[config.mk]
export PLATFORM = sky130hd
export DESIGN_NAME = slt_core
export DESIGN_NICKNAME = d
export VERILOG_FILES = /design/src/hdl/slt_pkg.sv /design/src/hdl/slt_core.sv /design/src/hdl/slt_grayscale_clock_gen.sv
export VERILOG_INCLUDE_DIRS = /design/src /design/src/hdl
export SDC_FILE = /design/constraint.sdc
export NUM_CORES = 1
export LEC_CHECK = 0
export BUFFER_PORTS_ARGS = -buffer_cell sky130_fd_sc_hd__buf_2
export CORE_MARGIN = 2
export CORE_UTILIZATION = 35
export DETAILED_ROUTE_END_ITERATION = 16
export GPL_ROUTABILITY_DRIVEN = 0
export HOLD_SLACK_MARGIN = 0.02
export SLEW_MARGIN = 20
export SYNTH_ARGS = -nofsm -noshare
export SYNTH_HDL_FRONTEND = slang
export SYNTH_SLANG_ARGS = --single-unit
[constraint.sdc]
create_clock -name clk_sys_i -period 7.3 [get_ports clk_sys_i]
set_input_delay 1.095 -clock clk_sys_i [delete_from_list [all_inputs] [get_ports clk_sys_i]]
set_output_delay 1.095 -clock clk_sys_i [all_outputs]
set_load 0.01 [all_outputs]
[src/hdl/slt_consts.svh]
// Constants for the scan line switch timing block.
`ifndef SLT_CONSTS_SVH
`define SLT_CONSTS_SVH
`define SLT_SCALE_RST 8'h7f
`define SLT_GAIN_RST 3'h3
`define SLT_SWT_RST 4'h0
`define SLT_HALF_RST 1'b1
`define SLT_MODE_RST 1'b0
`define SLT_FACT_RST 4'h0
`define SLT_SWT_BASE0 9'h02d
`define SLT_SWT_BASE1 9'h03c
`define SLT_SWT_STEP 9'h01e
`define SLT_SWT_LSB 37
`define SLT_SWT_MSB 40
`define SLT_GRAYSCALE_CLOCK_MIN_MHZ 40
`define SLT_GRAYSCALE_CLOCK_MAX_MHZ 160
`define SLT_GRAYSCALE_CLOCK_HALF_MHZ 80
`define SLT_IV0 9'h008
`define SLT_IV1 9'h008
`define SLT_IV2 9'h008
`endif

[src/hdl/slt_pkg.sv]
// Types for the scan line switch timing block.
package slt_pkg;
  typedef enum logic [2:0] {
    SLT_PWM = 3'b000,
    SLT_T0 = 3'b001,
    SLT_T1 = 3'b011,
    SLT_T2 = 3'b010,
    SLT_T3 = 3'b110
  } slt_state_e;
endpackage

[src/hdl/slt_core.sv]
// Scan line switch timing, current scaling and protection shutdown logic.
`timescale 1ns/1ps
`include "slt_consts.svh"
// Notes on behaviour
// - Separate eight-bit scale codes, reset 7Fh.
// - Colour current is max times (code+1)/256.
// - Grayscale clock derived from serial clock.
// - Multiplier mode and factor pick grayscale rate.
// - Transition runs four intervals in order.
// - Transition length is the four intervals summed.
// - Length field is config word one bits 40:37.
// - Codes give 45, 60, then +30 up to 480.
// - Overtemperature turns outputs off until cooled.
// - Reference short turns outputs off until recovered.
// - Three-bit global gain code, reset 011b.
module slt_core
  import slt_pkg::*;
(
  // Clock and reset.
  input wire logic clk_sys_i,
  input wire logic rstn_i,
  // Configuration writes from the serial interface.
  input wire logic cfg_wr_i,
  input wire logic [7:0] red_scale_code_i,
  input wire logic [7:0] green_scale_code_i,
  input wire logic [7:0] blue_scale_code_i,
  input wire logic [2:0] global_gain_code_i,
  input wire logic multiplier_mode_i,
  input wire logic [3:0] multiplier_factor_i,
  input wire logic half_divider_select_i,
  input wire logic [47:0] config_word_one_i,
  // Serial clock tick and segment control.
  input wire logic sclk_tick_i,
  input wire logic pwm_done_i,
  // Analog comparator flags.
  input wire logic temp_above_hi_i,
  input wire logic temp_below_lo_i,
  input wire logic ref_below_lo_i,
  input wire logic ref_above_hi_i,
  // Current settings towards the analog sources.
  output logic [8:0] red_ratio_o,
  output logic [8:0] green_ratio_o,
  output logic [8:0] blue_ratio_o,
  output logic [2:0] global_gain_code_o,
  output logic multiplier_mode_o,
  output logic [3:0] multiplier_factor_o,
  output logic half_divider_select_o,
  output logic [3:0] line_switch_length_o,
  // Scan line sequencing outputs.
  output logic predischarge_o,
  output logic line_off_o,
  output logic next_line_on_o,
  output logic pwm_enable_o,
  output logic outputs_enable_o,
  // Protection status.
  output logic overtemp_shutdown_o,
  output logic refres_short_guard_o
);
  // Held scale codes and setting copies.
  logic [7:0] red_q;
  logic [7:0] green_q;
  logic [7:0] blue_q;
  logic [3:0] swt_q;
  // Transition sequencer state and cycle counter.
  slt_state_e state_q;
  slt_state_e state_d;
  logic [8:0] cnt_q;
  logic [8:0] cnt_d;
  logic grayscale_clock_en;
  // Decoded transition length and interval limits.
  logic [8:0] total_len;
  logic [8:0] iv3_len;
  logic [8:0] iv_limit;
  logic iv_done;
  logic prot_off;

  // Grayscale clock enable from the serial clock tick.
  slt_grayscale_clock_gen u_grayscale_clock (
    .clk_sys_i(clk_sys_i),
    .rstn_i(rstn_i),
    .sclk_tick_i(sclk_tick_i),
    .multiplier_mode_i(multiplier_mode_o),
    .multiplier_factor_i(multiplier_factor_o),
    .half_divider_select_i(half_divider_select_o),
    .grayscale_clock_en_o(grayscale_clock_en)
  );

  // Code 0 is the odd one at 45; from code 1 each step adds 30 cycles.
  assign total_len = (swt_q == 4'h0) ? `SLT_SWT_BASE0 :
      9'(`SLT_SWT_BASE1 + 9'(swt_q - 4'h1) * `SLT_SWT_STEP);
  // Last interval absorbs the remainder so the sum is exact.
  assign iv3_len = total_len - `SLT_IV0 - `SLT_IV1 - `SLT_IV2;
  assign iv_limit = (state_q == SLT_T0) ? `SLT_IV0 :
      (state_q == SLT_T1) ? `SLT_IV1 :
      (state_q == SLT_T2) ? `SLT_IV2 : iv3_len;
  assign iv_done = grayscale_clock_en && (cnt_q == iv_limit - 9'h001);
  // Any active protection holds the outputs off.
  assign prot_off = overtemp_shutdown_o | refres_short_guard_o;

  // Configuration registers, loaded on a write strobe.
  always_ff @(posedge clk_sys_i) begin
    if (!rstn_i) begin
      red_q <= `SLT_SCALE_RST;
      green_q <= `SLT_SCALE_RST;
      blue_q <= `SLT_SCALE_RST;
      global_gain_code_o <= `SLT_GAIN_RST;
      multiplier_mode_o <= `SLT_MODE_RST;
      multiplier_factor_o <= `SLT_FACT_RST;
      half_divider_select_o <= `SLT_HALF_RST;
      swt_q <= `SLT_SWT_RST;
    end else if (cfg_wr_i) begin
      red_q <= red_scale_code_i;
      green_q <= green_scale_code_i;
      blue_q <= blue_scale_code_i;
      global_gain_code_o <= global_gain_code_i;
      multiplier_mode_o <= multiplier_mode_i;
      multiplier_factor_o <= multiplier_factor_i;
      // Software is trusted to match the divider to the chosen rate.
      half_divider_select_o <= half_divider_select_i;
      swt_q <= config_word_one_i[`SLT_SWT_MSB:`SLT_SWT_LSB];
    end
  end

  // Current ratio numerators over 256.
  always_ff @(posedge clk_sys_i) begin
    if (!rstn_i) begin
      red_ratio_o <= 9'h080;
      green_ratio_o <= 9'h080;
      blue_ratio_o <= 9'h080;
      line_switch_length_o <= `SLT_SWT_RST;
    end else begin
      red_ratio_o <= {1'b0, red_q} + 9'h001;
      green_ratio_o <= {1'b0, green_q} + 9'h001;
      blue_ratio_o <= {1'b0, blue_q} + 9'h001;
      line_switch_length_o <= swt_q;
    end
  end

  // Hysteresis latches for the two protections.
  always_ff @(posedge clk_sys_i) begin
    if (!rstn_i) begin
      overtemp_shutdown_o <= 1'b0;
      refres_short_guard_o <= 1'b0;
    end else begin
      if (temp_above_hi_i) begin
        overtemp_shutdown_o <= 1'b1;
      end else if (temp_below_lo_i) begin
        overtemp_shutdown_o <= 1'b0;
      end
      if (ref_below_lo_i) begin
        refres_short_guard_o <= 1'b1;
      end else if (ref_above_hi_i) begin
        refres_short_guard_o <= 1'b0;
      end
    end
  end

  // Next state: four intervals in a fixed order after each segment.
  always_comb begin
    state_d = state_q;
    cnt_d = cnt_q;
    case (state_q)
      SLT_PWM: begin
        cnt_d = 9'h000;
        if (pwm_done_i) begin
          state_d = SLT_T0;
        end
      end
      SLT_T0, SLT_T1, SLT_T2, SLT_T3: begin
        if (iv_done) begin
          cnt_d = 9'h000;
          // Each interval hands to the next; the last returns to PWM.
          case (state_q)
            SLT_T0: state_d = SLT_T1;
            SLT_T1: state_d = SLT_T2;
            SLT_T2: state_d = SLT_T3;
            default: state_d = SLT_PWM;
          endcase
        end else if (grayscale_clock_en) begin
          cnt_d = cnt_q + 9'h001;
        end
      end
      default: begin
        state_d = SLT_PWM;
        cnt_d = 9'h000;
      end
    endcase
  end

  // Sequencer registers; the block starts in a transition so PWM waits a full count.
  always_ff @(posedge clk_sys_i) begin
    if (!rstn_i) begin
      state_q <= SLT_T0;
      cnt_q <= 9'h000;
    end else begin
      state_q <= state_d;
      cnt_q <= cnt_d;
    end
  end

  // Registered phase outputs.
  always_ff @(posedge clk_sys_i) begin
    if (!rstn_i) begin
      predischarge_o <= 1'b0;
      line_off_o <= 1'b0;
      next_line_on_o <= 1'b0;
      pwm_enable_o <= 1'b0;
      outputs_enable_o <= 1'b0;
    end else begin
      predischarge_o <= (state_d == SLT_T1);
      line_off_o <= (state_d == SLT_T2);
      next_line_on_o <= (state_d == SLT_T3);
      pwm_enable_o <= (state_d == SLT_PWM) && !prot_off;
      outputs_enable_o <= !prot_off;
    end
  end
endmodule

[src/hdl/slt_grayscale_clock_gen.sv]
// Grayscale clock enable generator with the optional half divider.
`timescale 1ns/1ps
module slt_grayscale_clock_gen (
  // Clock and reset.
  input wire logic clk_sys_i,
  input wire logic rstn_i,
  // Serial clock tick and multiplier settings.
  input wire logic sclk_tick_i,
  input wire logic multiplier_mode_i,
  input wire logic [3:0] multiplier_factor_i,
  input wire logic half_divider_select_i,
  // Grayscale clock enable pulse.
  output logic grayscale_clock_en_o
);
  // Multiplier stand-in: each serial tick yields factor+1 (or twice that in mode 1, but none for factor 15) pulses.
  logic [4:0] burst_q;
  logic [4:0] burst_d;
  logic half_q;
  logic raw_en;
  logic [4:0] load_val;
  assign load_val = multiplier_mode_i ? {multiplier_factor_i, 1'b1} : {1'b0, multiplier_factor_i};
  assign raw_en = (burst_q != 5'h00);
  assign burst_d = sclk_tick_i ? load_val + 5'h01 : (raw_en ? burst_q - 5'h01 : 5'h00);
  // Burst counter: a real PLL is analog, so the multiplied rate is modelled as enable pulses.
  always_ff @(posedge clk_sys_i) begin
    if (!rstn_i) begin
      burst_q <= 5'h00;
      half_q <= 1'b0;
      grayscale_clock_en_o <= 1'b0;
    end else begin
      burst_q <= burst_d;
      if (raw_en) begin
        half_q <= ~half_q;
      end
      // Half divider passes every second pulse when selected.
      grayscale_clock_en_o <= raw_en & (~half_divider_select_i | half_q);
    end
  end
endmodule

### After elaboration in Yosys (flattened, before gate mapping)

Index checks and enable logic that the tools add are counted.

| operators by class | value |
|---|---|
| $add $sub $neg | 12 |
| $mul | 1 |
| equality and inequality tests | 8 |
| muxes and demuxes | 15 |
| bitwise logic cells | 7 |
| reduce and logical (&&, ||, !) cells | 11 |

Operators by type and width:

| kind | count |
|---|---|
| 9-bit two-way mux | 4 |
| 8-bit by 1-bit adder with 9-bit output (second input constant) | 3 |
| 9-bit by 4-bit subtractor with 9-bit output (second input constant) | 3 |
| 5-bit two-way mux | 3 |
| 3-bit by 2-bit equality test with 1-bit output (second input constant) | 4 |
| 6-bit by 9-bit adder with 9-bit output (first input constant) | 1 |
| 9-bit by 1-bit adder with 9-bit output (second input constant) | 1 |
| 9-bit equality test | 1 |
| 9-bit by 4-bit multiplier with 8-bit output (second input constant) | 1 |
| 3-bit case mux with 3 select lines | 1 |
| 9-bit by 1-bit subtractor with 9-bit output (second input constant) | 1 |
| 3-bit equality test (second input constant) | 2 |
| 3-bit zero test | 2 |
| 3-bit two-way mux | 2 |
| 3-bit case mux with 2 select lines | 1 |
| 5-bit by 1-bit adder with 5-bit output (second input constant) | 1 |
| 5-bit nonzero test | 1 |
| 4-bit by 1-bit subtractor with 5-bit output (second input constant) | 1 |
| 5-bit by 1-bit subtractor with 5-bit output (second input constant) | 1 |
| 4-bit zero test | 1 |
| 1-bit two-way mux | 4 |
| 1-bit NOT | 4 |
| 2-bit nonzero test | 2 |
| 4-bit OR reduction | 1 |
| 6 further kinds | 8 |

| storage, ports and cells | value |
|---|---|
| register bits after elaboration | 94 |
| output and inout port bits | 47 |

### Depth between registers and ports, before layout

| logic depth | value |
|---|---|
| depth after elaboration | 17 |
| gate-level depth with buffers | 23 |

### Cells and area by module

From an unflattened synthesis, not the netlist that was laid out.

| second synthesis, totals | value |
|---|---|
| cell total of the unflattened synthesis | 539 |
| area, all modules | 5,038.6 µm² |

By module, submodules not included:

| module | instances | cells each | area each (µm²) |
|---|---|---|---|
| slt_core | 1 | 485 | 4,573.1 |
| slt_grayscale_clock_gen | 1 | 54 | 465.4 |

### Worst setup path after synthesis

OpenSTA, ideal clock, no wires.

| timing | value |
|---|---|
| path kind | reg-to-reg |
| from | register swt_q[0] |
| to | register state_q[2] |
| library setup time | 72 ps |
| data arrival time | 5,346 ps |
| required time | 7,228 ps |
| path slack | 1,883 ps |
| cell stages (with the launch flop) | 24 |
| path buffers | 5 |
| clock period less this slack | 5,417 ps |
| cell sequence | dfxtp_1 inv_1 ha_1 or3b_1 buf_2 inv_2 clkbuf_1 fa_1 xnor2_1 xnor2_1 ha_1 clkbuf_1 a21oi_1 a21oi_1 a2bb2oi_1 o211ai_1 a2111oi_2 o21ai_0 xnor3_1 nor4_1 and3_1 buf_6 buf_6 mux2i_1 |

| between the ends | value |
|---|---|
| longest elaborated chain between the ends | 15 |
| elaborated cells between the ends (all ways) | 16 |

RTL lines:

| item | RTL line | text |
|---|---|---|
| start, declared | slt_core.sv:63 | `logic [3:0] swt_q;` |
| start signal, assigned | slt_core.sv:110 | `` swt_q <= `SLT_SWT_RST; `` |
| start signal, assigned | slt_core.sv:120 | `` swt_q <= config_word_one_i[`SLT_SWT_MSB:`SLT_SWT_LSB]; `` |
| 4-bit by 1-bit subtractor with 5-bit output | slt_core.sv:90 | `` 9'(`SLT_SWT_BASE1 + 9'(swt_q - 4'h1) * `SLT_SWT_STEP); `` |
| 9-bit by 4-bit multiplier with 8-bit output (no line) | -- |  |
| 6-bit by 9-bit adder with 9-bit output (no line) | -- |  |
| 9-bit two-way mux * | slt_core.sv:89 | `` assign total_len = (swt_q == 4'h0) ? `SLT_SWT_BASE0 : `` |
| 9-bit by 4-bit subtractor with 9-bit output (no line) * (3 in series) | -- |  |
| 9-bit two-way mux * | slt_core.sv:95 | `` (state_q == SLT_T2) ? `SLT_IV2 : iv3_len; `` |
| 9-bit two-way mux * | slt_core.sv:94 | `` (state_q == SLT_T1) ? `SLT_IV1 : `` |
| 9-bit two-way mux * | slt_core.sv:93 | `` assign iv_limit = (state_q == SLT_T0) ? `SLT_IV0 : `` |
| 9-bit by 1-bit subtractor with 9-bit output * | slt_core.sv:96 | `assign iv_done = grayscale_clock_en && (cnt_q == iv_limit - 9'h001);` |
| 9-bit equality test * | slt_core.sv:96 |  |
| 1-bit logical AND * | slt_core.sv:96 |  |
| 3-bit two-way mux * | slt_core.sv:170 | `if (iv_done) begin` |
| 3-bit case mux with 2 select lines * | slt_core.sv:162 | `case (state_q)` |
| end signal, assigned | slt_core.sv:196 | `state_q <= state_d;` |
| end, declared | slt_core.sv:65 | `slt_state_e state_q;` |

Mark *: on every way between the ends. The rest lies on a longest branch, timed or not.
A chain may end at the register's enable or synchronous reset.

### Worst setup path in the final report

| timing | value |
|---|---|
| from | register swt_q[0] |
| to | register next_line_on_o |

| between the ends | value |
|---|---|
| longest elaborated chain between the ends | 16 |
| elaborated cells between the ends (all ways) | 17 |

RTL lines:

| item | RTL line | text |
|---|---|---|
| 4-bit by 1-bit subtractor with 5-bit output | slt_core.sv:90 |  |
| 9-bit by 4-bit multiplier with 8-bit output (no line) | -- |  |
| 6-bit by 9-bit adder with 9-bit output (no line) | -- |  |
| 9-bit two-way mux * | slt_core.sv:89 |  |
| 9-bit by 4-bit subtractor with 9-bit output (no line) * (3 in series) | -- |  |
| 9-bit two-way mux * | slt_core.sv:95 |  |
| 9-bit two-way mux * | slt_core.sv:94 |  |
| 9-bit two-way mux * | slt_core.sv:93 |  |
| 9-bit by 1-bit subtractor with 9-bit output * | slt_core.sv:96 |  |
| 9-bit equality test * | slt_core.sv:96 |  |
| 1-bit logical AND * | slt_core.sv:96 |  |
| 3-bit two-way mux * | slt_core.sv:170 |  |
| 3-bit case mux with 2 select lines * | slt_core.sv:162 |  |
| 3-bit equality test * | slt_core.sv:212 | `next_line_on_o <= (state_d == SLT_T3);` |
| end signal, assigned | slt_core.sv:212 |  |
| end, declared | slt_core.sv:52 | `output logic next_line_on_o,` |

Marked as above.

==> flow_summary_export.csv <==
group,metric,value,unit
status,status,"finished, final reports clean",
synthesis,synthTopCellsByCount,"dfxtp_1 (94), nor2_1 (57), mux2i_1 (51)",
floorplanning,boundaryPins,137,
detailed_routing,dr_total_vias,3918,
hold_path,hold_path_class,"flip-flop to flip-flop",
floorplanning,die_y,122,microns
synthesis,synth_ff_type,"dfxtp_1",
power,seq_power_share,0.330,
finish,nFillCells,1374,
hold_path,min_path_cells,1,
setup_path,critical_path_required,7.56,ns
detailed_routing,drcViolationCount,0,
floorplanning,coreArea,13700,sq um
global_routing,grt.overflow.total,0,
setup_path,r2r_start,"swt_q[0]",
setup_path,start_kind,"flip-flop",
synthesis,netlist_instances,526,
timing,hold_viol_final,0,
timing,post-route-period-util,0.866,
setup_path,arrival,6.59,ns
timing,maxSlewHeadroom,0.479,
setup_path,r2r_cells,17,
timing,fmax,158,MHz
detailed_routing,drt_iter0_markers,173,
timing,worst_slew_pin_slew,0.776,ns
global_routing,grt_usage,0.151,
detailed_routing,wl,10.8,mm
synthesis,synth.avg_cell_area,9.26,sq um
power,switching_share,0.370,
synthesis,ys_ff_latch,94,
floorplanning,die_area,14900,sq um
synthesis,synth_top_area_cell,"dfxtp_1",
clocking,cts_hold_buf,0,
setup_path,worstSetupPathType,"flip-flop to flip-flop",
global_routing,antenna_found_initial,1,
power,intPower,0.00110,W
power,power_leakage,2.55,nW
job,maxCapViolCount,0,
setup_path,worstSetupEndpointType,"flip-flop",
timing,fin_tns_setup,0,ns
power,p_sw,0.000645,W
clocking,clkLatencyLatePin,0.34,ns
power,total_power,0.00174,W
finish,n_antenna_cell,0,
synthesis,synth-seq-area-share,0.387,
clocking,cts.sinks,94,
setup_path,cp_max_fo,14,
floorplanning,rows,43,
detailed_routing,drt-vias-per-instance,4.95,
timing,slew_violations,0,
global_routing,grt_pass1_wl,17.9,mm
detailed_routing,wl_per_cell,13.6,microns
synthesis,yosysTopAreaCellShare,0.387,
placement,portBuffers,92,
hold_path,hold_start,"red_q[0]",
synthesis,ys_top_cells_by_area,"dfxtp_1 (39%), mux2i_1 (10%), ha_1 (5.4%)",
floorplanning,start_util,0.355,
setup_path,r2r-end,"next_line_on_o",
clocking,clockBufferDepth,2,
synthesis,syn-num-nets,641,
global_routing,grt_max_degree,40,
finish,drive_above_1_share,0.205,
clocking,clkTransAtPathRegs,0.06,ns
clocking,clockRootBuffer,"clkbuf_16",
clocking,h-tree-depth,3,
clocking,cts_tree,"done",
power,p_per_area,304,nW/um^2
power,ir_worst_vdd,0.170,mV
synthesis,async_flop_share,0,
detailed_routing,ant_nets,0,
finish,postLayoutCoreUtil,0.418,
setup_path,r2r_setup_slack,0.98,ns
global_routing,grt_pass1_vias,3840,
synthesis,yosysWarnings,0,
placement,dpl.hpwl,7.90,mm
floorplanning,die_w,122,microns
power,comb_power_share,0.424,
timing,finClkSkew,0.00580,ns
clocking,cts_made_buffers,9,
clocking,cts_resized,0,
finish,syn2layout_area_growth,17.7,%
clocking,postCtsSetupBuffers,0,
power,p_clk_frac,0.246,
timing,setup_violations,0,
detailed_routing,first_pass_iters,4,
hold_path,whs_endpoint,"red_ratio_o[0]",
finish,num-nets-final,722,
synthesis,yosysMostFrequentCell,"dfxtp_1",
synthesis,ys_types,59,
timing,fin_crit,6.32,ns
synthesis,synth_edf_count,0,
timing,rsz0062_at_grt,"false",
synthesis,synth_area,4870,sq um
[registers in the layout (all words and copies together) (netlist names), 3 cells and up]
name,flops
global_gain_code_o,3
line_switch_length_o,4
multiplier_factor_o,4
red_ratio_o,9
u_grayscale_clock.burst_q,5
green_ratio_o,9
blue_ratio_o,9
green_q,8
blue_q,8
swt_q,4
state_q,3
red_q,8
cnt_q,9
[power groups by stage]
stage                     sequential (W)  clock (W)  combinational [W]
final                           0.000574   0.000429           0.000738
after global routing            0.000579   0.000466           0.000812
after global placement          0.000584          0           0.000710
after detailed placement        0.000585          0           0.000734
after floorplan                 0.000588          0           0.000583
after CTS                       0.000574   0.000444           0.000738
[worst max-delay path, cell delays in order (launching register included)]
cell and delay, ns:
dfxtp_1 0.48, inv_1 0.17, ha_1 0.26, xnor2_1 0.39, inv_1 0.19, fa_1 0.50, fa_1 0.49, ha_1 0.40
xnor2_2 0.36, nand3_1 0.24, a2bb2oi_1 0.28, o211ai_1 0.18, a2111oi_2 0.59, o21ai_0 0.20, xnor3_1 0.21, nor4_1 0.40
and3_1 0.66, mux2i_1 0.26
[layer usage]
layer / vias to the layer above / routed length (microns) / track usage
li1: 1970 / - / -
met1: 1840 / 4930 / 0.182
met2: 90 / 4870 / 0.247
met3: 16 / 770 / 0.0529
met4: 2 / 199 / 0.0603
met5: - / 11 / 0
[layout by cell type, fill, tap and decap left out, types with 2 or more instances in the layout]
cell type,n
nor2_1,57
and2_1,7
dfxtp_1,94
fa_1,4
xor2_1,23
nor3_1,17
nand4_1,12
nor3_2,3
o21ai_0,12
or3_1,6
xnor2_1,26
ha_1,21
or2_2,2
mux2i_1,51
inv_1,15
clkbuf_16,9
or4_1,3
nor4_1,2
o211ai_1,5
a21oi_1,12
xnor2_2,2
nor2b_1,4
nand3_1,21
xnor2_4,2
nand2b_1,4
clkbuf_1,2
a31oi_1,3
o21a_1,3
a211oi_1,2
nand2_1,50
buf_4,2
and3_1,11
or3b_1,2
nand3b_1,2
buf_2,91
[worst max path at each step]
stage / from / endpoint / slack, ns / cells after the start
after global routing: swt_q[0] / next_line_on_o / 0.56 / 17
final: swt_q[0] / next_line_on_o / 0.98 / 17
after global placement: swt_q[0] / predischarge_o / 1.17 / 17
after floorplan: swt_q[0] / state_q[2] / 1.88 / 23
after detailed placement: swt_q[0] / next_line_on_o / 1.00 / 17
after CTS: swt_q[0] / next_line_on_o / 0.95 / 17
[metrics by stage]
| step | instances | hold slack [ns] | instance area (sq um) | setup slack, ns |
|---|---|---|---|---|
| after floorplan | 526 | 0.425 | 4870 | 1.88 |
| after global placement | 776 | 0.446 | 5460 | 1.17 |
| after detailed placement | 776 | 0.447 | 5460 | 1.00 |
| after CTS | 791 | 0.462 | 5730 | 0.953 |
| after global routing | 791 | 0.472 | 5730 | 0.562 |
| final | 791 | 0.455 | 5730 | 0.977 |
[final cells by class]
class / instances / area (sq um) / area share
inverters: 16 / 60.1 / 0.0105
flip-flops and latches: 94 / 1880 / 0.328
repair buffers: 93 / 470 / 0.0821
clock inverters: 3 / 21.3 / 0.00371
clock buffers: 12 / 246 / 0.0430
multi-input cells: 393 / 2820 / 0.493
well taps: 180 / 225 / 0.0393
[kinds of logic after synthesis]
family,count (synthesis),share of synthesized area
and+or+nand+nor,209,0.212
muxes,52,0.107
DFF,94,0.387
adders and majority gates,25,0.0704
AOI/OAI and AO/OA,53,0.0802
buffers and inverters,39,0.0334
xor gates and xnor gates,54,0.111
Power figures use the tool's default switching activity.
